==> config.mk <==
export PLATFORM = sky130hd
export DESIGN_NAME = ddr_calib_readout
export DESIGN_NICKNAME = d
export VERILOG_FILES = /design/src/hw/ddr_calib_pkg.sv /design/src/hw/beat_buffer.sv /design/src/hw/ddr_calib_readout.sv
export VERILOG_INCLUDE_DIRS = /design/src /design/src/hw
export SDC_FILE = /design/constraint.sdc
export NUM_CORES = 1
export LEC_CHECK = 0
export BUFFER_PORTS_ARGS = -buffer_cell sky130_fd_sc_hd__buf_2
export CAP_MARGIN = 20
export CELL_PAD_IN_SITES_DETAIL_PLACEMENT = 1
export CELL_PAD_IN_SITES_GLOBAL_PLACEMENT = 2
export CORE_ASPECT_RATIO = 1.75
export CORE_MARGIN = 2
export CORE_UTILIZATION = 39
export CTS_CLUSTER_DIAMETER = 200
export DETAILED_ROUTE_END_ITERATION = 10
export GPL_ROUTABILITY_DRIVEN = 0
export PLACE_DENSITY_LB_ADDON = 0.1
export SETUP_SLACK_MARGIN = 0.02
export SLEW_MARGIN = 20
export SYNTH_ARGS = -nofsm -noshare
export SYNTH_HDL_FRONTEND = slang
export SYNTH_SLANG_ARGS = --single-unit
==> constraint.sdc <==
create_clock -name CLK_IN -period 4.15 [get_ports CLK_IN]
set_clock_uncertainty 0.15 [all_clocks]
set_input_delay 0.83 -clock CLK_IN [delete_from_list [all_inputs] [get_ports CLK_IN]]
set_output_delay 0.83 -clock CLK_IN [all_outputs]
set_load 0.01 [all_outputs]
==> src/hw/ddr_calib_defines.svh <==
`ifndef DDR_CALIB_DEFINES_SVH
`define DDR_CALIB_DEFINES_SVH

// Mode register selected by the bank field of a mode-set command
`define MR_SEL_ZERO      3'h0
`define MR_SEL_THREE     3'h3
// Address bit positions
`define MR3_ENABLE_BIT   2
`define MR3_LOC_MSB      1
`define MR0_BURST_MSB    1
`define ADDR_NIBBLE_BIT  2
`define ADDR_AUTOCLOSE   10
`define ADDR_CHOP_BIT    12
`define COL_MSB          9
// Field values
`define BURST_FIXED8     2'h0
`define BURST_ON_FLY     2'h1
`define BURST_FIXED4     2'h2
`define LOC_PATTERN      2'h0
`define CALIB_PATTERN    8'haa
`define POS_LOWER        3'h0
`define POS_UPPER        3'h4
`define PAIRS_EIGHT      2'h3
`define PAIRS_FOUR       2'h1
// Data leaves RL cycles after the command; three cycles go to pipe, load and buffer
`define RL_TAP_OFFSET    6'h3
// Timing
`define CLK_PERIOD_NS    40
`define ROW_PRECHARGE_NS 15
`define PRE_W            4

`endif

==> src/hw/ddr_calib_pkg.sv <==
package ddr_calib_pkg;

   typedef enum logic [2:0]
   {
      CMD_NOP   = 3'h0,
      CMD_MRS   = 3'h1,
      CMD_ACT   = 3'h2,
      CMD_PRE   = 3'h3,
      CMD_READ  = 3'h4,
      CMD_WRITE = 3'h5
   } cmd_t;

   typedef struct packed
   {
      logic        valid;
      cmd_t        op;
      logic [2:0]  bank;
      logic [13:0] addr;
   } command_t;

   typedef struct packed
   {
      logic valid;
      logic chop;
      logic upper;
   } pend_t;

   typedef enum logic [0:0]
   {
      GEN_IDLE  = 1'b0,
      GEN_BURST = 1'b1
   } gen_state_t;

endpackage

==> src/hw/beat_buffer.sv <==
`timescale 1ns/10ps
module beat_buffer #(
   parameter int WIDTH = 16
) (
   input  wire logic             clk_in,
   input  wire logic             rst_n_in,
   input  wire logic             in_valid_in,
   output logic                  in_ready_out,
   input  wire logic [WIDTH-1:0] in_data_in,
   output logic                  out_valid_out,
   input  wire logic             out_ready_in,
   output logic [WIDTH-1:0]      out_data_out
);
   typedef struct packed
   {
      logic [1:0][WIDTH-1:0] data;
      logic [1:0]            cnt;
   } buf_state_t;

   buf_state_t r;
   buf_state_t next_r;
   logic       push;
   logic       pop;

   assign in_ready_out  = (r.cnt != 2'h2);
   assign out_valid_out = (r.cnt != 2'h0);
   assign out_data_out  = r.data[0];
   assign push          = in_valid_in && in_ready_out;
   assign pop           = out_valid_out && out_ready_in;

   always_comb
   begin
      next_r = r;
      if (pop)
      begin
         next_r.data[0] = r.data[1];
         next_r.cnt     = r.cnt - 2'h1;
      end
      if (push)
      begin
         next_r.data[next_r.cnt[0]] = in_data_in;
         next_r.cnt                 = next_r.cnt + 2'h1;
      end
   end

   always_ff @(posedge clk_in)
   begin
      if (!rst_n_in)
         r <= '0;
      else
         r <= next_r;
   end
endmodule // beat_buffer

==> src/hw/ddr_calib_readout.sv <==
// Contract
// - Mode three enable, location zero: redirect reads
// - Eight-beat read returns 0,1,0,1,0,1,0,1
// - Chopped read: lower or upper nibble order
// - Order bit 0 is first beat
// - Data starts additive plus column latency
// - Enable cleared returns accesses to array
// - Activate opens bank row until precharge
// - Precharge closes one or all banks
// - Other bank accepted during auto precharge
// - Repeated precharge restarts the precharge time
// - Address bit twelve selects burst length
// - Burst field 00, or 01 with bit12
// - Only reads in readout; autoclose ignored
// - Bit on line zero, others copy
`timescale 1ns/10ps
`include "ddr_calib_defines.svh"
module ddr_calib_readout #(
   parameter int       DEPTH            = 32,
   parameter int       ROW_PRECHARGE_NS = `ROW_PRECHARGE_NS,
   parameter bit       MIRROR           = 1'b1
) (
   input  wire logic                    CLK_IN,
   input  wire logic                    RST_N_IN,
   input  wire ddr_calib_pkg::command_t CMD_IN,
   input  wire logic [4:0]              ADDITIVE_LATENCY_IN,
   input  wire logic [4:0]              COLUMN_LATENCY_IN,
   input  wire logic                    ERROR_CLEAR_IN,
   input  wire logic                    DQ_READY_IN,
   output logic                         DQ_VALID_OUT,
   output logic [15:0]                  DQ_PAIR_OUT,
   output logic                         CALIB_ACTIVE_OUT,
   output logic [7:0]                   BANK_OPEN_OUT,
   output logic [7:0]                   BANK_IDLE_OUT,
   output logic                         PROTOCOL_ERROR_OUT,
   output logic                         ARRAY_REQ_OUT,
   output logic                         ARRAY_WRITE_OUT,
   output logic                         ARRAY_CHOP_OUT,
   output logic [2:0]                   ARRAY_BANK_OUT,
   output logic [13:0]                  ARRAY_ROW_OUT,
   output logic [9:0]                   ARRAY_COL_OUT
);
   localparam int NB  = 8;
   localparam int IW  = $clog2(DEPTH);
   localparam int TRP_RAW = (ROW_PRECHARGE_NS + `CLK_PERIOD_NS - 1) / `CLK_PERIOD_NS;
   localparam logic [`PRE_W-1:0] ROW_PRECHARGE_TIME = (TRP_RAW < 1) ? `PRE_W'(1) : `PRE_W'(TRP_RAW);
   localparam logic [7:0] PATTERN = `CALIB_PATTERN;

   typedef struct packed
   {
      logic                            calib_on;
      logic [1:0]                      loc;
      logic [1:0]                      burst_mode;
      logic [NB-1:0]                   open;
      logic [NB-1:0][13:0]             row;
      logic [NB-1:0][`PRE_W-1:0]       pre_cnt;
      ddr_calib_pkg::pend_t [DEPTH-1:0] pipe;
      ddr_calib_pkg::gen_state_t       gen;
      logic [2:0]                      pos;
      logic [1:0]                      left;
      logic                            err;
      logic                            arr_req;
      logic                            arr_wr;
      logic                            arr_chop;
      logic [2:0]                      arr_bank;
      logic [13:0]                     arr_row;
      logic [9:0]                      arr_col;
   } state_t;

   state_t                  r;
   state_t                  next_r;
   ddr_calib_pkg::command_t c;
   logic [5:0]              rl;
   logic [5:0]              tap;
   ddr_calib_pkg::pend_t    tapped;
   logic                    chop;
   logic                    push;
   logic                    buf_ready;
   logic [15:0]             push_data;
   logic                    bit_even;
   logic                    bit_odd;
   logic                    set_err;

   function automatic logic [7:0] beat_byte(input logic b);
      return MIRROR ? {8{b}} : {7'h0, b};
   endfunction

   assign c      = CMD_IN;
   assign rl     = {1'b0, ADDITIVE_LATENCY_IN} + {1'b0, COLUMN_LATENCY_IN};
   assign tap    = rl - `RL_TAP_OFFSET;
   assign tapped = r.pipe[tap[IW-1:0]];
   // Fixed chop, or on-the-fly with bit twelve low; anything else is eight beats
   assign chop = (r.burst_mode == `BURST_FIXED4) ||
                 ((r.burst_mode == `BURST_ON_FLY) && !c.addr[`ADDR_CHOP_BIT]);
   assign push = (r.gen == ddr_calib_pkg::GEN_BURST);
   // Reserved locations keep the burst order but carry no pattern
   assign bit_even = (r.loc == `LOC_PATTERN) && PATTERN[r.pos];
   assign bit_odd  = (r.loc == `LOC_PATTERN) && PATTERN[r.pos + 3'h1];
   assign push_data = {beat_byte(bit_odd), beat_byte(bit_even)};

   always_comb
   begin
      next_r         = r;
      set_err        = 1'b0;
      next_r.arr_req = 1'b0;
      next_r.pipe    = {r.pipe[DEPTH-2:0], 3'h0};
      for (int b = 0; b < NB; b++)
      begin
         if (r.pre_cnt[b] != '0)
            next_r.pre_cnt[b] = r.pre_cnt[b] - `PRE_W'(1);
      end
      if (push && buf_ready)
      begin
         next_r.pos  = r.pos + 3'h2;
         next_r.left = r.left - 2'h1;
         if (r.left == 2'h0)
            next_r.gen = ddr_calib_pkg::GEN_IDLE;
      end
      // A burst ending this cycle lets the next one follow seamlessly
      if (tapped.valid)
      begin
         if (next_r.gen == ddr_calib_pkg::GEN_IDLE)
         begin
            next_r.gen  = ddr_calib_pkg::GEN_BURST;
            next_r.pos  = tapped.upper ? `POS_UPPER : `POS_LOWER;
            next_r.left = tapped.chop ? `PAIRS_FOUR : `PAIRS_EIGHT;
         end
         else
            set_err = 1'b1;
      end
      if (c.valid)
      begin
         case (c.op)
            ddr_calib_pkg::CMD_MRS:
            begin
               if (c.bank == `MR_SEL_THREE)
               begin
                  next_r.calib_on = c.addr[`MR3_ENABLE_BIT];
                  next_r.loc      = c.addr[`MR3_LOC_MSB:0];
               end
               else if (c.bank == `MR_SEL_ZERO)
                  next_r.burst_mode = c.addr[`MR0_BURST_MSB:0];
            end
            ddr_calib_pkg::CMD_ACT:
            begin
               if (r.calib_on || r.open[c.bank] || (r.pre_cnt[c.bank] != '0))
                  set_err = 1'b1;
               else
               begin
                  next_r.open[c.bank] = 1'b1;
                  next_r.row[c.bank]  = c.addr;
               end
            end
            ddr_calib_pkg::CMD_PRE:
            begin
               if (r.calib_on)
                  set_err = 1'b1;
               else
               begin
                  for (int b = 0; b < NB; b++)
                  begin
                     if (c.addr[`ADDR_AUTOCLOSE] || (c.bank == 3'(b)))
                     begin
                        next_r.open[b]    = 1'b0;
                        next_r.pre_cnt[b] = ROW_PRECHARGE_TIME;
                     end
                  end
               end
            end
            ddr_calib_pkg::CMD_READ,
            ddr_calib_pkg::CMD_WRITE:
            begin
               if (r.calib_on)
               begin
                  // Autoclose and bank are ignored here; writes are refused
                  if (c.op == ddr_calib_pkg::CMD_WRITE)
                     set_err = 1'b1;
                  else
                     next_r.pipe[0] = {1'b1, chop, c.addr[`ADDR_NIBBLE_BIT]};
               end
               else if (!r.open[c.bank])
                  set_err = 1'b1;
               else
               begin
                  // Only the addressed bank is touched, others stay usable
                  next_r.arr_req  = 1'b1;
                  next_r.arr_wr   = (c.op == ddr_calib_pkg::CMD_WRITE);
                  next_r.arr_chop = chop;
                  next_r.arr_bank = c.bank;
                  next_r.arr_row  = r.row[c.bank];
                  next_r.arr_col  = c.addr[`COL_MSB:0];
                  if (c.addr[`ADDR_AUTOCLOSE])
                  begin
                     next_r.open[c.bank]    = 1'b0;
                     next_r.pre_cnt[c.bank] = ROW_PRECHARGE_TIME;
                  end
               end
            end
            default:
            begin
               next_r.pipe[0] = next_r.pipe[0];
            end
         endcase
      end
      // A new fault wins over a clear in the same cycle
      if (ERROR_CLEAR_IN)
         next_r.err = 1'b0;
      if (set_err)
         next_r.err = 1'b1;
   end

   always_ff @(posedge CLK_IN)
   begin
      if (!RST_N_IN)
         r <= '0;
      else
         r <= next_r;
   end

   beat_buffer #(
      .WIDTH (16)
   ) u_beat_buffer (
      .clk_in        (CLK_IN),
      .rst_n_in      (RST_N_IN),
      .in_valid_in   (push),
      .in_ready_out  (buf_ready),
      .in_data_in    (push_data),
      .out_valid_out (DQ_VALID_OUT),
      .out_ready_in  (DQ_READY_IN),
      .out_data_out  (DQ_PAIR_OUT)
   );

   assign CALIB_ACTIVE_OUT   = r.calib_on;
   assign BANK_OPEN_OUT      = r.open;
   assign PROTOCOL_ERROR_OUT = r.err;
   assign ARRAY_REQ_OUT      = r.arr_req;
   assign ARRAY_WRITE_OUT    = r.arr_wr;
   assign ARRAY_CHOP_OUT     = r.arr_chop;
   assign ARRAY_BANK_OUT     = r.arr_bank;
   assign ARRAY_ROW_OUT      = r.arr_row;
   assign ARRAY_COL_OUT      = r.arr_col;
   always_comb
   begin
      for (int b = 0; b < NB; b++)
         BANK_IDLE_OUT[b] = !r.open[b] && (r.pre_cnt[b] == '0);
   end
endmodule // ddr_calib_readout

After elaboration in Yosys (flattened, before gate mapping)
Memories as Yosys holds them, arrays and structs flattened. A register that Yosys moved wholly into a read port is not among the register bits.
Index checks and enable logic that the tools add are counted.
{"block": "classes", "bitwise": 12, "n_lt_le_gt_ge": 7, "eq_ne": 28, "reduce_logical": 74, "mux": 78, "add_sub_neg": 15}
{"cell": "two-way mux 32 bit", "count": 5}
{"cell": "two-way mux 120 bit", "count": 1}
{"cell": "bitwise mux 112 bit", "count": 1}
{"cell": "two-way mux 4 bit", "count": 18}
{"cell": "case mux 32 bit (2 select lines)", "count": 1}
{"cell": "AND reduction 8 bit", "count": 8}
{"cell": "binary-select mux 14 bit (select 3 bit)", "count": 1}
{"cell": "demux 14 bit (select 3 bit)", "count": 1}
{"cell": "two-way mux 18 bit", "count": 2}
{"cell": "nonzero test 4 bit", "count": 9}
{"cell": "bitwise mux 32 bit", "count": 1}
{"cell": "zero test 4 bit", "count": 8}
{"cell": "two-way mux 8 bit", "count": 4}
{"cell": "subtractor 4 x 1 -> 4 bit, second input constant", "count": 8}
{"cell": "two-way mux 30 bit", "count": 1}
{"cell": "two-way mux 14 bit", "count": 2}
{"cell": "inequality test 2 bit, second input constant", "count": 14}
{"cell": "bitwise AND 24 bit", "count": 1}
{"cell": "inverter 24 bit", "count": 1}
{"cell": "case mux 8 bit (3 select lines)", "count": 1}
{"cell": "two-way mux 1 bit", "count": 23}
{"cell": "equality test 3 bit, second input constant", "count": 6}
{"cell": "demux 16 bit (select 1 bit)", "count": 1}
{"cell": "two-way mux 16 bit", "count": 1}
{"cell": "41 further kinds", "count": 95}
{"block": "totals", "rom_bits": 16, "in_bits": 35, "n_memories": 2, "register_bits": 324}
{"memory": "(no name shown)", "words": 8, "width": 1, "rd": 1, "rd_ports_with_merged_regs": 0, "write_ports": 0, "line": "ddr_calib_readout.sv:98", "text": "assign bit_odd = (r.loc == `LOC_PATTERN) && PATTERN[r.pos + 3'h1];"}
{"memory": "(no name shown)", "words": 8, "width": 1, "rd": 1, "rd_ports_with_merged_regs": 1, "write_ports": 0, "line": "ddr_calib_readout.sv:97", "text": "assign bit_even = (r.loc == `LOC_PATTERN) && PATTERN[r.pos];"}

Logic depth before layout (Yosys ltp)
Gate-level depths: netlist of the first run.
{"block": "depth", "ltp_word": 11, "mapped_depth": 12, "depth_no_buf": 12}

Cells and area by module
From an unflattened synthesis of the first run, not the netlist that was laid out.
{"block": "hier_totals", "hier_cells": 1461, "area_unflattened_um2": 13864.5}
{"module": "ddr_calib_readout", "cells_each": 1300, "n_inst": 1, "seq_area_each_um2": 5104.9, "area_each_um2": 12136.6}
{"module": "beat_buffer", "cells_each": 161, "n_inst": 1, "seq_area_each_um2": 680.7, "area_each_um2": 1727.9}

Worst setup path before layout of the first run
Ideal clock, no wire load.
{"block": "synth_timing", "path_kind": "input-to-reg", "start": "input port ADDITIVE_LATENCY_IN[1]", "end": "register r[31] (netlist bit)", "stages": 10, "path_buffers": 0, "path_slack_ps": 979, "arrival_time_ps": 2906, "path_cell_list": "ha_1 > ha_1 > inv_1 > fa_1 > xor2_1 > mux2i_1 > o2bb2ai_1 > nor3_1 > or2_1 > o21a_1"}
{"block": "synth_between", "elab_chain_len": 5}
{"item": "start: declaration", "line": "ddr_calib_readout.sv:26", "text": "input wire logic [4:0] ADDITIVE_LATENCY_IN,"}
{"item": "adder 5 bit", "line": "ddr_calib_readout.sv:89", "text": "assign rl = {1'b0, ADDITIVE_LATENCY_IN} + {1'b0, COLUMN_LATENCY_IN};"}
{"item": "subtractor 5 x 2 -> 5 bit (no source line)"}
{"item": "binary-select mux 3 bit (select 5 bit)", "line": "ddr_calib_readout.sv:91", "text": "assign tapped = r.pipe[tap[IW-1:0]];"}
{"item": "two-way mux 3 bit (implied by the code)", "line": "ddr_calib_readout.sv:91"}
{"item": "two-way mux 6 bit", "line": "ddr_calib_readout.sv:120", "text": "if (tapped.valid)"}
{"item": "end signal: assignment", "line": "ddr_calib_readout.sv:217", "text": "r <= next_r;"}
{"item": "end: declaration", "line": "ddr_calib_readout.sv:70", "text": "state_t r;"}
Every way passes these cells. The select of a mux whose other input is x is not followed.
A chain may end at the register's enable or synchronous reset.

Worst setup path in the final report of the first run
{"block": "layout_timing", "start": "input port ADDITIVE_LATENCY_IN[1]", "end": "register r, in the netlist PROTOCOL_ERROR_OUT"}
{"block": "layout_between", "elab_chain_len": 10, "word_cells_on_any_way": 14, "classes_between": "add/sub: 2; mux: 11; reduce/logical: 1"}
{"item": "adder 5 bit (*)", "line": "ddr_calib_readout.sv:89"}
{"item": "subtractor 5 x 2 -> 5 bit (no source line) (*)"}
{"item": "binary-select mux 3 bit (select 5 bit) (*)", "line": "ddr_calib_readout.sv:91"}
{"item": "two-way mux 3 bit (implied by the code) (*)", "line": "ddr_calib_readout.sv:91"}
{"item": "two-way mux 1 bit (*)", "line": "ddr_calib_readout.sv:120"}
{"item": "two-way mux 1 bit (on tied branches)", "line": "ddr_calib_readout.sv:181, ddr_calib_readout.sv:176"}
{"item": "two-way mux 1 bit", "line": "ddr_calib_readout.sv:173", "text": "if (r.calib_on)"}
{"item": "case mux 1 bit (3 select lines)", "line": "ddr_calib_readout.sv:133", "text": "case (c.op)"}
{"item": "two-way mux 1 bit (*)", "line": "ddr_calib_readout.sv:131", "text": "if (c.valid)"}
{"item": "two-way mux 1 bit or nonzero test 2 bit (tied branches)"}
Mark *: on every way between the ends. The rest lies on a longest branch, timed or not. The select of a mux whose other input is x is not followed.

==> results of run 1 <==
[worst max-delay path: cells and delay by family]
family / cells / cell delay, ns
AO/OA/AOI/OAI: 2 / 0.44
XOR/XNOR: 1 / 0.54
adder cells (fa/ha/maj): 3 / 0.86
buffers and inverters: 2 / 0.16
multiplexers: 2 / 0.49
AND/OR/NAND/NOR: 1 / 0.07
[how the worst max path moves through the flow]
stage                                            to                    from  slack (ns)  depth (start not counted)
finish              PROTOCOL_ERROR_OUT$_SDFFE_PN0P_  ADDITIVE_LATENCY_IN[1]        1.04                         11
CTS                 PROTOCOL_ERROR_OUT$_SDFFE_PN0P_  ADDITIVE_LATENCY_IN[1]        1.06                         11
global placement                   r[31]$_SDFF_PN0_  ADDITIVE_LATENCY_IN[1]        0.52                         11
global route                       r[31]$_SDFF_PN0_  ADDITIVE_LATENCY_IN[1]        0.94                         11
detailed placement  PROTOCOL_ERROR_OUT$_SDFFE_PN0P_  ADDITIVE_LATENCY_IN[1]        0.47                         11
floorplan                          r[31]$_SDFF_PN0_  ADDITIVE_LATENCY_IN[1]        0.98                         10
[per-layer routing]
layer / up-vias / share of wire (%) / track usage (%)
met5: - / 0 / 0
met4: 0 / 2.3 / 5.73
met3: 45 / 2.0 / 1.88
met2: 88 / 54 / 37.7
met1: 4227 / 42 / 22.7
li1: 4137 / - / -
[where the power goes]
| group | switching, µW | leakage, µW | internal, µW |
|---|---|---|---|
| sequential | 138 | 0.00222 | 2810 |
| clock | 1070 | 0.000463 | 1500 |
| combinational | 891 | 0.00272 | 638 |
| total | 2100 | 0.00540 | 4940 |
[sequential cells by signal (all words and copies together) (netlist names)]
| name | count |
|---|---|
| PROTOCOL_ERROR_OUT | 1 |
| CALIB_ACTIVE_OUT | 1 |
| u_beat_buffer.out_data_out | 16 |
| next_r | 62 |
| ARRAY_CHOP_OUT | 1 |
| r | 152 |
| push | 1 |
| ARRAY_COL_OUT | 10 |
| ARRAY_REQ_OUT | 1 |
| ARRAY_ROW_OUT | 14 |
| BANK_OPEN_OUT | 8 |
| ARRAY_WRITE_OUT | 1 |
| ARRAY_BANK_OUT | 3 |
| u_beat_buffer.r | 3 |
[final cells by class]
type	instances	area (µm²)	area share (%)
sequential	274	5490	39.5
timing repair buffer	121	704	5.07
clock buffer	44	872	6.28
antenna	1	2.50	0.0180
inverter	37	139	1.00
multi-input combinational	779	6140	44.2
clock inverter	6	58.8	0.423
tap	396	495	3.57
[layout by cell type, fill, tap and decap left out, types with 3 or more instances in the layout]
cell,instances
clkbuf_1,6
mux4_2,40
xnor2_1,13
a21boi_1,13
a22oi_1,3
a21boi_0,4
clkinv_2,4
a21oi_1,26
nand3_1,8
xor2_1,4
inv_1,37
o211a_1,15
ha_1,19
a22o_1,9
clkbuf_16,29
buf_2,98
mux2_2,9
nor3_1,13
nor2b_1,122
or3_1,7
a211oi_1,8
nor4_1,4
nor2_1,78
and2_1,77
dfxtp_1,274
o21a_1,10
o21ai_1,10
a221oi_1,5
clkbuf_8,9
buf_4,19
nand2_1,90
nor4_4,7
nand2b_1,3
buf_12,3
mux2i_1,148
[cells by family (layout without fill, tap and decap cells)]
group | Yosys count | count (layout) | share of synthesized area, %
and+or+nand+nor | 426 | 426 | 18.9
other | 0 | 1 | 0
AOI/OAI and AO/OA | 119 | 119 | 6.99
buffers and inverters | 165 | 208 | 7.37
adders and majority gates | 20 | 20 | 2.05
DFF | 274 | 274 | 43.7
muxes | 197 | 197 | 19.8
xor gates and xnor gates | 17 | 17 | 1.19
[metrics by stage]
step	hold slack, ns	instance area [µm²]	util [%]
floorplan	0.274	12500	-
global placement	0.279	13000	41.0
detailed placement	0.289	13000	41.0
CTS	0.301	13900	43.9
global route	0.318	13900	43.9
finish	0.297	13900	43.9
==> results.sh, run 1 <==
export IMPL_fp_row_count=86
export IMPL_drv_cap=0
export IMPL_p_leak_uw=0.00540
export IMPL_worstMarginPinSlew_ns=0.749
export IMPL_vias=8497
export IMPL_yosys_area_top_type="dfxtp_1"
export IMPL_r2r_start="r[161]$_SDFF_PN0_"
export IMPL_crit_path_frequent_cell="ha_1"
export IMPL_die_y_um=241
export IMPL_rsz0062_at_grt="false"
export IMPL_synth_seq_cells=274
export IMPL_cp_slowest_stage_delay_ns=0.54
export IMPL_placeableCoreArea_um2=31600
export IMPL_critPathMaxFanout=6
export IMPL_ant_nets=0
export IMPL_wirelength_um=32800
export IMPL_dp_hpwl_um=22200
export IMPL_cts_root_buf="clkbuf_16"
export IMPL_yosysSeqAreaShare_pct=43.7
export IMPL_cts_sinks=274
export IMPL_yosys_warnings=0
export IMPL_initial_core_util_pct=39.7
export IMPL_max_freq_ghz=0.322
export IMPL_io_pins=100
export IMPL_drc=0
export IMPL_grt_overflow_total=0
export IMPL_min_path_type="flop to flop"
export IMPL_fin_crit_ns=3.11
export IMPL_post_drt_via_cell_ratio=5.12
export IMPL_netlist_top_cells_count="dfxtp_1 (274), mux2i_1 (148), nor2b_1 (122), nand2_1 (90), nor2_1 (78)"
export IMPL_die_area_um2=33700
export IMPL_cts_clk_slew_worst_paths_ns=0.06
export IMPL_status="complete, no violations"
export IMPL_hp_start="next_r[41]$_SDFF_PP0_"
export IMPL_synth_area_um2=12500
export IMPL_slew_headroom_pct=50.1
export IMPL_syn_instance_count=1218
export IMPL_ctsResizeCount=0
export IMPL_path_cells="buf_2 -> ha_1 -> ha_1 -> inv_1 -> fa_1 -> xor2_1 -> mux2i_1 -> o2bb2ai_1 -> mux2_2 -> nor2_1 -> o31a_1"
export IMPL_tns_ns=0
export IMPL_endpoint_kind="flop"
export IMPL_startpoint_type="input port"
export IMPL_post_route_period_util_pct=74.9
export IMPL_area_growth_pct=10.8
export IMPL_place_ws_ns=0.473
export IMPL_setup_slack_ns=1.04
export IMPL_ir_drop_uv=363
export IMPL_die_w_um=140
export IMPL_worstPathArrival_ns=3.40
export IMPL_post_cts_buffers=0
export IMPL_finalSetupViolCount=0
export IMPL_synth_async_reset_ratio_pct=0
export IMPL_final_cells=1658
export IMPL_avgSynthCellArea_um2=10.3
export IMPL_hold_buffers=0
export IMPL_insertion_delay_ns=0.56
export IMPL_cts_tree="yes"
export IMPL_port_buffers=99
export IMPL_p_per_area_nw_per_um2=507
export IMPL_netlist_area_leader_share_pct=43.7
export IMPL_synthFlopType="dfxtp_1"
export IMPL_clock_tree_buffer_depth=3
export IMPL_rrSetupSlack_ns=1.23
export IMPL_grt_use_total_pct=19.5
export IMPL_syn_nets=1273
export IMPL_cts_inserted_buffers=29
export IMPL_grt_max_degree=74
export IMPL_yosysMostFrequentCell="dfxtp_1"
export IMPL_drv_slew=0
export IMPL_slowest_stage="xor2_1"
export IMPL_dr_first_iter_drc_count=286
export IMPL_crit_required_ns=4.44
export IMPL_whs_path_depth=1
export IMPL_synth_area_leaders="dfxtp_1 (44%), mux2i_1 (12%), mux4_2 (7.2%)"
export IMPL_crit_type="input port to flop"
export IMPL_netlist_cell_type_count=60
export IMPL_grt_pass1_wl_um=51800
export IMPL_dr_pass1_iters=4
export IMPL_antenna_found_initial=1
export IMPL_dp_cells=1607
export IMPL_hold_violations=0
export IMPL_nNetsFinal=1297
export IMPL_synth_edf_count=0
export IMPL_reg2reg_to="r[185]$_SDFFE_PN0P_"
export IMPL_fill_cells=3507
export IMPL_h_tree_depth=1
export IMPL_p_total_uw=7040
export IMPL_layout_drive_gt1_share_pct=18.0
export IMPL_whs_endpoint="next_r[44]$_SDFF_PN0_"
export IMPL_wl_per_cell_um=19.8
export IMPL_grt_pass1_vias=8932
export IMPL_r2r_cells=7
Power figures use the tool's default switching activity.
==> inputs of run 2 (changes only) <==
--- a/config.mk
+++ b/config.mk
@@ -12,7 +12,7 @@
 export CELL_PAD_IN_SITES_GLOBAL_PLACEMENT = 2
 export CORE_ASPECT_RATIO = 1.75
 export CORE_MARGIN = 2
-export CORE_UTILIZATION = 39
+export CORE_UTILIZATION = 35
 export CTS_CLUSTER_DIAMETER = 200
 export DETAILED_ROUTE_END_ITERATION = 10
 export GPL_ROUTABILITY_DRIVEN = 0
==> constraint.sdc (replaced) <==
create_clock -name CLK_IN -period 2.6 [get_ports CLK_IN]
set_clock_uncertainty 0.15 [all_clocks]
set_input_delay 0.52 -clock CLK_IN [delete_from_list [all_inputs] [get_ports CLK_IN]]
set_output_delay 0.52 -clock CLK_IN [all_outputs]
set_load 0.01 [all_outputs]
==> results.sh, run 2 (synthesis results as in run 1) <==
export IMPL_insertion_delay_ns=0.57
export IMPL_final_cells=1796
export IMPL_endpoint_kind="flop"
export IMPL_port_buffers=99
export IMPL_dr_first_iter_drc_count=244
export IMPL_antennaDiodeCount=0
export IMPL_post_cts_buffers=0
export IMPL_grt_pass1_vias=9290
export IMPL_clock_tree_buffer_depth=3
export IMPL_placeableCoreArea_um2=35300
export IMPL_dr_pass1_iters=4
export IMPL_dp_hpwl_um=23800
export IMPL_finalSetupViolCount=0
export IMPL_critPathMaxFanout=9
export IMPL_whs_ns=0.124
export IMPL_min_path_type="input port to flop"
export IMPL_cp_depth=8
export IMPL_antenna_found_initial=0
export IMPL_worstMarginPinSlew_ns=0.784
export IMPL_final_common_cell="dfxtp_1"
export IMPL_ant_nets=0
export IMPL_path_buf_inv=2
export IMPL_grt_max_degree=88
export IMPL_drv_slew=0
export IMPL_wirelength_um=33300
export IMPL_cp_slowest_stage_delay_ns=0.42
export IMPL_slowest_stage="nor4_4"
export IMPL_largest_reg_flops=152
export IMPL_p_per_area_nw_per_um2=796
export IMPL_fill_cells=3965
export IMPL_grt_overflow_total=0
export IMPL_path_cells="nor4_1 -> a22oi_1 -> a21o_1 -> buf_12 -> nor4_4 -> buf_4 -> mux2i_1 -> nor2b_1"
export IMPL_cts_sinks=274
export IMPL_post_drt_via_cell_ratio=4.83
export IMPL_crit_required_ns=2.90
export IMPL_slew_headroom_pct=47.7
export IMPL_r2r_cells=8
export IMPL_grt_use_total_pct=17.9
export IMPL_vias=8677
export IMPL_die_area_um2=37400
export IMPL_hold_violations=0
export IMPL_layout_drive_gt1_share_pct=23.1
export IMPL_p_total_uw=11800
export IMPL_die_w_um=147
export IMPL_dp_cells=1742
export IMPL_startpoint_type="flop"
export IMPL_status="complete, no violations"
export IMPL_max_freq_ghz=0.414
export IMPL_drv_cap=0
export IMPL_cts_tree="yes"
export IMPL_area_growth_pct=17.9
export IMPL_post_route_period_util_pct=92.9
export IMPL_grt_pass1_wl_um=52600
export IMPL_hold_buffers=0
export IMPL_h_tree_depth=1
export IMPL_drc=0
export IMPL_wl_per_cell_um=18.5
export IMPL_fp_row_count=91
export IMPL_io_pins=100
export IMPL_worstPathArrival_ns=2.72
export IMPL_die_y_um=254
export IMPL_final_cell_mix="dfxtp_1 (274), mux2i_1 (148), nor2b_1 (121), buf_2 (98), nand2_1 (90)"
export IMPL_cts_root_buf="clkbuf_16"
export IMPL_p_leak_uw=0.00580
export IMPL_whs_path_depth=3
export IMPL_crit_type="flop to flop"
export IMPL_cts_inserted_buffers=29
export IMPL_ir_drop_uv=617
export IMPL_ctsResizeCount=0
export IMPL_nNetsFinal=1363
export IMPL_tns_ns=0
export IMPL_regMostFlops="r"
export IMPL_fin_crit_ns=2.41
export IMPL_initial_core_util_pct=35.5
export IMPL_cts_clk_slew_worst_paths_ns=0.06
export IMPL_cp_top_family="simple AND/OR/NAND/NOR gates"
export IMPL_rsz0062_at_grt="false"
==> run 2: cell types whose count changed in the layout (fill, tap and decap cells not counted), sizes merged <==
| cell | before | now |
|---|---|---|
| clkinv | 4 | 5 |
| clkbuf | 44 | 40 |
| buf | 121 | 187 |
| diode | 1 | 0 |
| bufinv | 1 | 5 |
| clkinvlp | 0 | 3 |
==> run 2: final timing paths <==
| check | from | end | slack [ns] |
|---|---|---|---|
| setup / recovery | r[157]$_SDFF_PN0_ | r[210]$_SDFFE_PN0P_ | 0.19 |
| hold / removal | CMD_IN[20] | next_r[41]$_SDFF_PP0_ | 0.12 |
| setup reg to reg | r[157]$_SDFF_PN0_ | r[210]$_SDFFE_PN0P_ | 0.19 |
| hold reg to reg | ARRAY_WRITE_OUT$_SDFFE_PN0P_ | ARRAY_WRITE_OUT$_SDFFE_PN0P_ | 0.30 |
==> run 2: through the flow <==
stage	worst slack [ns]	area, µm²	util, %
floorplan	-0.0443	12600	-
global placement	-0.316	13800	39.0
detailed placement	-0.366	13800	39.0
CTS	0.0710	14800	41.9
global route	0.0132	14800	41.9
finish	0.185	14800	41.9
==> run 2: tightest hold or removal path, stage by stage <==
cell,delay [ns]
buf_2,0.11
nand4b_1,0.10
nor3_1,0.06
==> run 2: metal layers <==
metal	wire, µm	track usage (%)	part of all wire, %	vias to the layer above
met2	18500	35.7	56	86
met5	0	0	0	-
met4	996	5.80	3.0	0
li1	-	-	-	4279
met3	772	2.11	2.3	46
met1	13000	19.3	39	4266
==> run 2: report_power, final <==
part           internal (µW)  switching, µW
registers               4480            223
logic                   1170           1440
clock network           2690           1760
total                   8350           3420
==> run 2: area by class of cell <==
| cell class | instances | area, µm² | share of cell area [%] |
|---|---|---|---|
| multi-input cells | 779 | 6200 | 41.9 |
| flip-flops and latches | 274 | 5490 | 37.1 |
| repair buffers | 187 | 1360 | 9.21 |
| clock buffers | 40 | 817 | 5.53 |
| well taps | 465 | 582 | 3.93 |
| clock inverters | 14 | 206 | 1.40 |
| inverters | 37 | 139 | 0.939 |
==> inputs of run 3 (changes only) <==
--- a/config.mk
+++ b/config.mk
@@ -12,7 +12,8 @@
 export CELL_PAD_IN_SITES_GLOBAL_PLACEMENT = 2
 export CORE_ASPECT_RATIO = 1.75
 export CORE_MARGIN = 2
-export CORE_UTILIZATION = 35
+export CORE_UTILIZATION = 37
+export CTS_BUF_LIST = sky130_fd_sc_hd__clkbuf_8
 export CTS_CLUSTER_DIAMETER = 200
 export DETAILED_ROUTE_END_ITERATION = 10
 export GPL_ROUTABILITY_DRIVEN = 0
==> results.sh, run 3 (synthesis results as in run 1) <==
export IMPL_status="complete, no violations"
export IMPL_ant_nets=0
export IMPL_vias=8787
export IMPL_final_cell_mix="dfxtp_1 (274), mux2i_1 (148), nor2b_1 (121), buf_2 (98), nand2_1 (90)"
export IMPL_grt_use_total_pct=19.4
export IMPL_tns_ns=0
export IMPL_h_tree_depth=2
export IMPL_largest_reg_flops=152
export IMPL_rrSetupSlack_ns=0.19
export IMPL_top_layer_used="met4"
export IMPL_min_path_type="input port to flop"
export IMPL_grt_overflow_total=0
export IMPL_placeableCoreArea_um2=33500
export IMPL_post_drt_via_cell_ratio=4.88
export IMPL_final_common_cell="dfxtp_1"
export IMPL_dr_wl_met3_um=866
export IMPL_io_pins=100
export IMPL_worstMarginPinSlew_ns=0.723
export IMPL_p_sw_uw=3430
export IMPL_p_per_area_nw_per_um2=766
export IMPL_antenna_found_initial=0
export IMPL_fin_area_um2=14600
export IMPL_worstPathArrival_ns=2.73
export IMPL_hold_violations=0
export IMPL_endpoint_kind="flop"
export IMPL_drv_slew=0
export IMPL_wl_per_cell_um=18.6
export IMPL_drc=0
export IMPL_switching_share_pct=30.7
export IMPL_die_y_um=248
export IMPL_clock_power_share_pct=34.3
export IMPL_pwr_share_comb_pct=23.5
export IMPL_dr_pass1_iters=4
export IMPL_startpoint_type="flop"
export IMPL_port_buffers=99
export IMPL_fp_row_count=89
export IMPL_final_cells=1801
export IMPL_wirelength_um=33400
export IMPL_grt_pass1_vias=9328
export IMPL_post_route_period_util_pct=92.7
export IMPL_antennaDiodeCount=0
export IMPL_cts_root_buf="clkbuf_8"
export IMPL_p_int_uw=7740
export IMPL_clock_tree_buffer_depth=3
export IMPL_cts_sinks=274
export IMPL_ir_drop_uv=407
export IMPL_critPathMaxFanout=11
export IMPL_place_area_um2=13700
export IMPL_rsz0062_at_grt="false"
export IMPL_cp_top_family="simple AND/OR/NAND/NOR gates"
export IMPL_met1_length_um=13100
export IMPL_max_freq_ghz=0.415
export IMPL_cts_inserted_buffers=45
export IMPL_grt_max_degree=127
export IMPL_dr_first_iter_drc_count=243
export IMPL_finalSetupViolCount=0
export IMPL_whs_ns=0.128
export IMPL_fin_crit_ns=2.41
export IMPL_regMostFlops="r"
export IMPL_slew_headroom_pct=51.8
export IMPL_die_area_um2=35500
export IMPL_dp_hpwl_um=23200
export IMPL_hold_buffers=0
export IMPL_final_util_pct=43.5
export IMPL_slowest_stage="nor4_4"
export IMPL_path_buf_inv=2
export IMPL_drv_cap=0
export IMPL_crit_type="flop to flop"
export IMPL_nNetsFinal=1369
export IMPL_p_seq_share_pct=42.2
export IMPL_dp_cells=1722
export IMPL_cts_tree="yes"
export IMPL_layout_drive_gt1_share_pct=23.2
export IMPL_die_w_um=143
export IMPL_post_cts_buffers=0
export IMPL_insertion_delay_ns=0.59
export IMPL_area_growth_pct=16.2
export IMPL_met2_wirelength_um=18300
export IMPL_cp_slowest_stage_delay_ns=0.38
export IMPL_p_leak_uw=0.00579
export IMPL_initial_core_util_pct=37.4
export IMPL_crit_required_ns=2.92
export IMPL_cts_clk_slew_worst_paths_ns=0.06
export IMPL_path_cells="nor4_2 -> mux2i_1 -> a32o_1 -> buf_12 -> nor4_4 -> buf_12 -> mux2i_1 -> nor2b_1"
export IMPL_grt_pass1_wl_um=52800
[run 3: changes by cell type in the layout (fill, tap and decap cells not counted), sizes merged]
| cell | before | now |
|---|---|---|
| bufinv | 5 | 2 |
| clkbuf | 40 | 54 |
| inv | 38 | 55 |
| buf | 187 | 177 |
| clkinvlp | 3 | 0 |
[run 3: per-layer routing]
layer	track usage, %	vias to the layer above
li1	-	4301
met1	21.3	4303
met2	37.1	112
met3	2.89	71
met4	6.87	0
met5	0	-
[run 3: power groups by stage]
stage | Sequential [µW] | Combinational, µW | Clock (µW)
6_report | 4710 | 2620 | 3840
5_1_grt | 4750 | 2970 | 4200
4_1_cts | 4710 | 2680 | 4010
3_5_place_dp | 4800 | 2670 | 0
3_3_place_gp | 4800 | 2630 | 0
2_1_floorplan | 4730 | 1940 | 0
[run 3: through the flow]
stage | power [µW] | worst slack (ns)
finish | 11200 | 0.189
global route | 11900 | 0.0456
CTS | 11400 | 0.117
detailed placement | 7470 | -0.336
global placement | 7420 | -0.255
floorplan | 6670 | -0.0443
[run 3: area by class of cell]
type | instances | area, µm²
inverters | 37 | 139
multi-input cells | 779 | 6200
well taps | 455 | 569
clock buffers | 54 | 743
repair buffers | 177 | 1290
flip-flops and latches | 274 | 5490
fillers | 3763 | 18900
clock inverters | 25 | 158
[run 3: path summary, 6_finish.rpt]
| kind | endpoint | cells past startpoint | from |
|---|---|---|---|
| worst max-delay path | r[188]$_SDFFE_PN0P_ | 8 | r[138]$_SDFF_PN0_ |
| worst min register to register | next_r[78]$_SDFF_PN0_ | 1 | next_r[75]$_SDFF_PN0_ |
| worst max register to register | r[188]$_SDFFE_PN0P_ | 8 | r[138]$_SDFF_PN0_ |
| worst min-delay path | ARRAY_COL_OUT[7]$_SDFFE_PN0P_ | 3 | CMD_IN[7] |
[run 3: tightest hold or removal path, delay by kind of cell]
kind            cells  cell delay [ns]
compound gates      1             0.05
buf+inv             1             0.17
simple gates        1             0.07
[run 3: what timing repair did]
action | 4_1_cts | 5_1_grt
setup endpoints to repair | 0 | 5
hold endpoints to repair | 0 | 0
resized for setup | 0 | 1
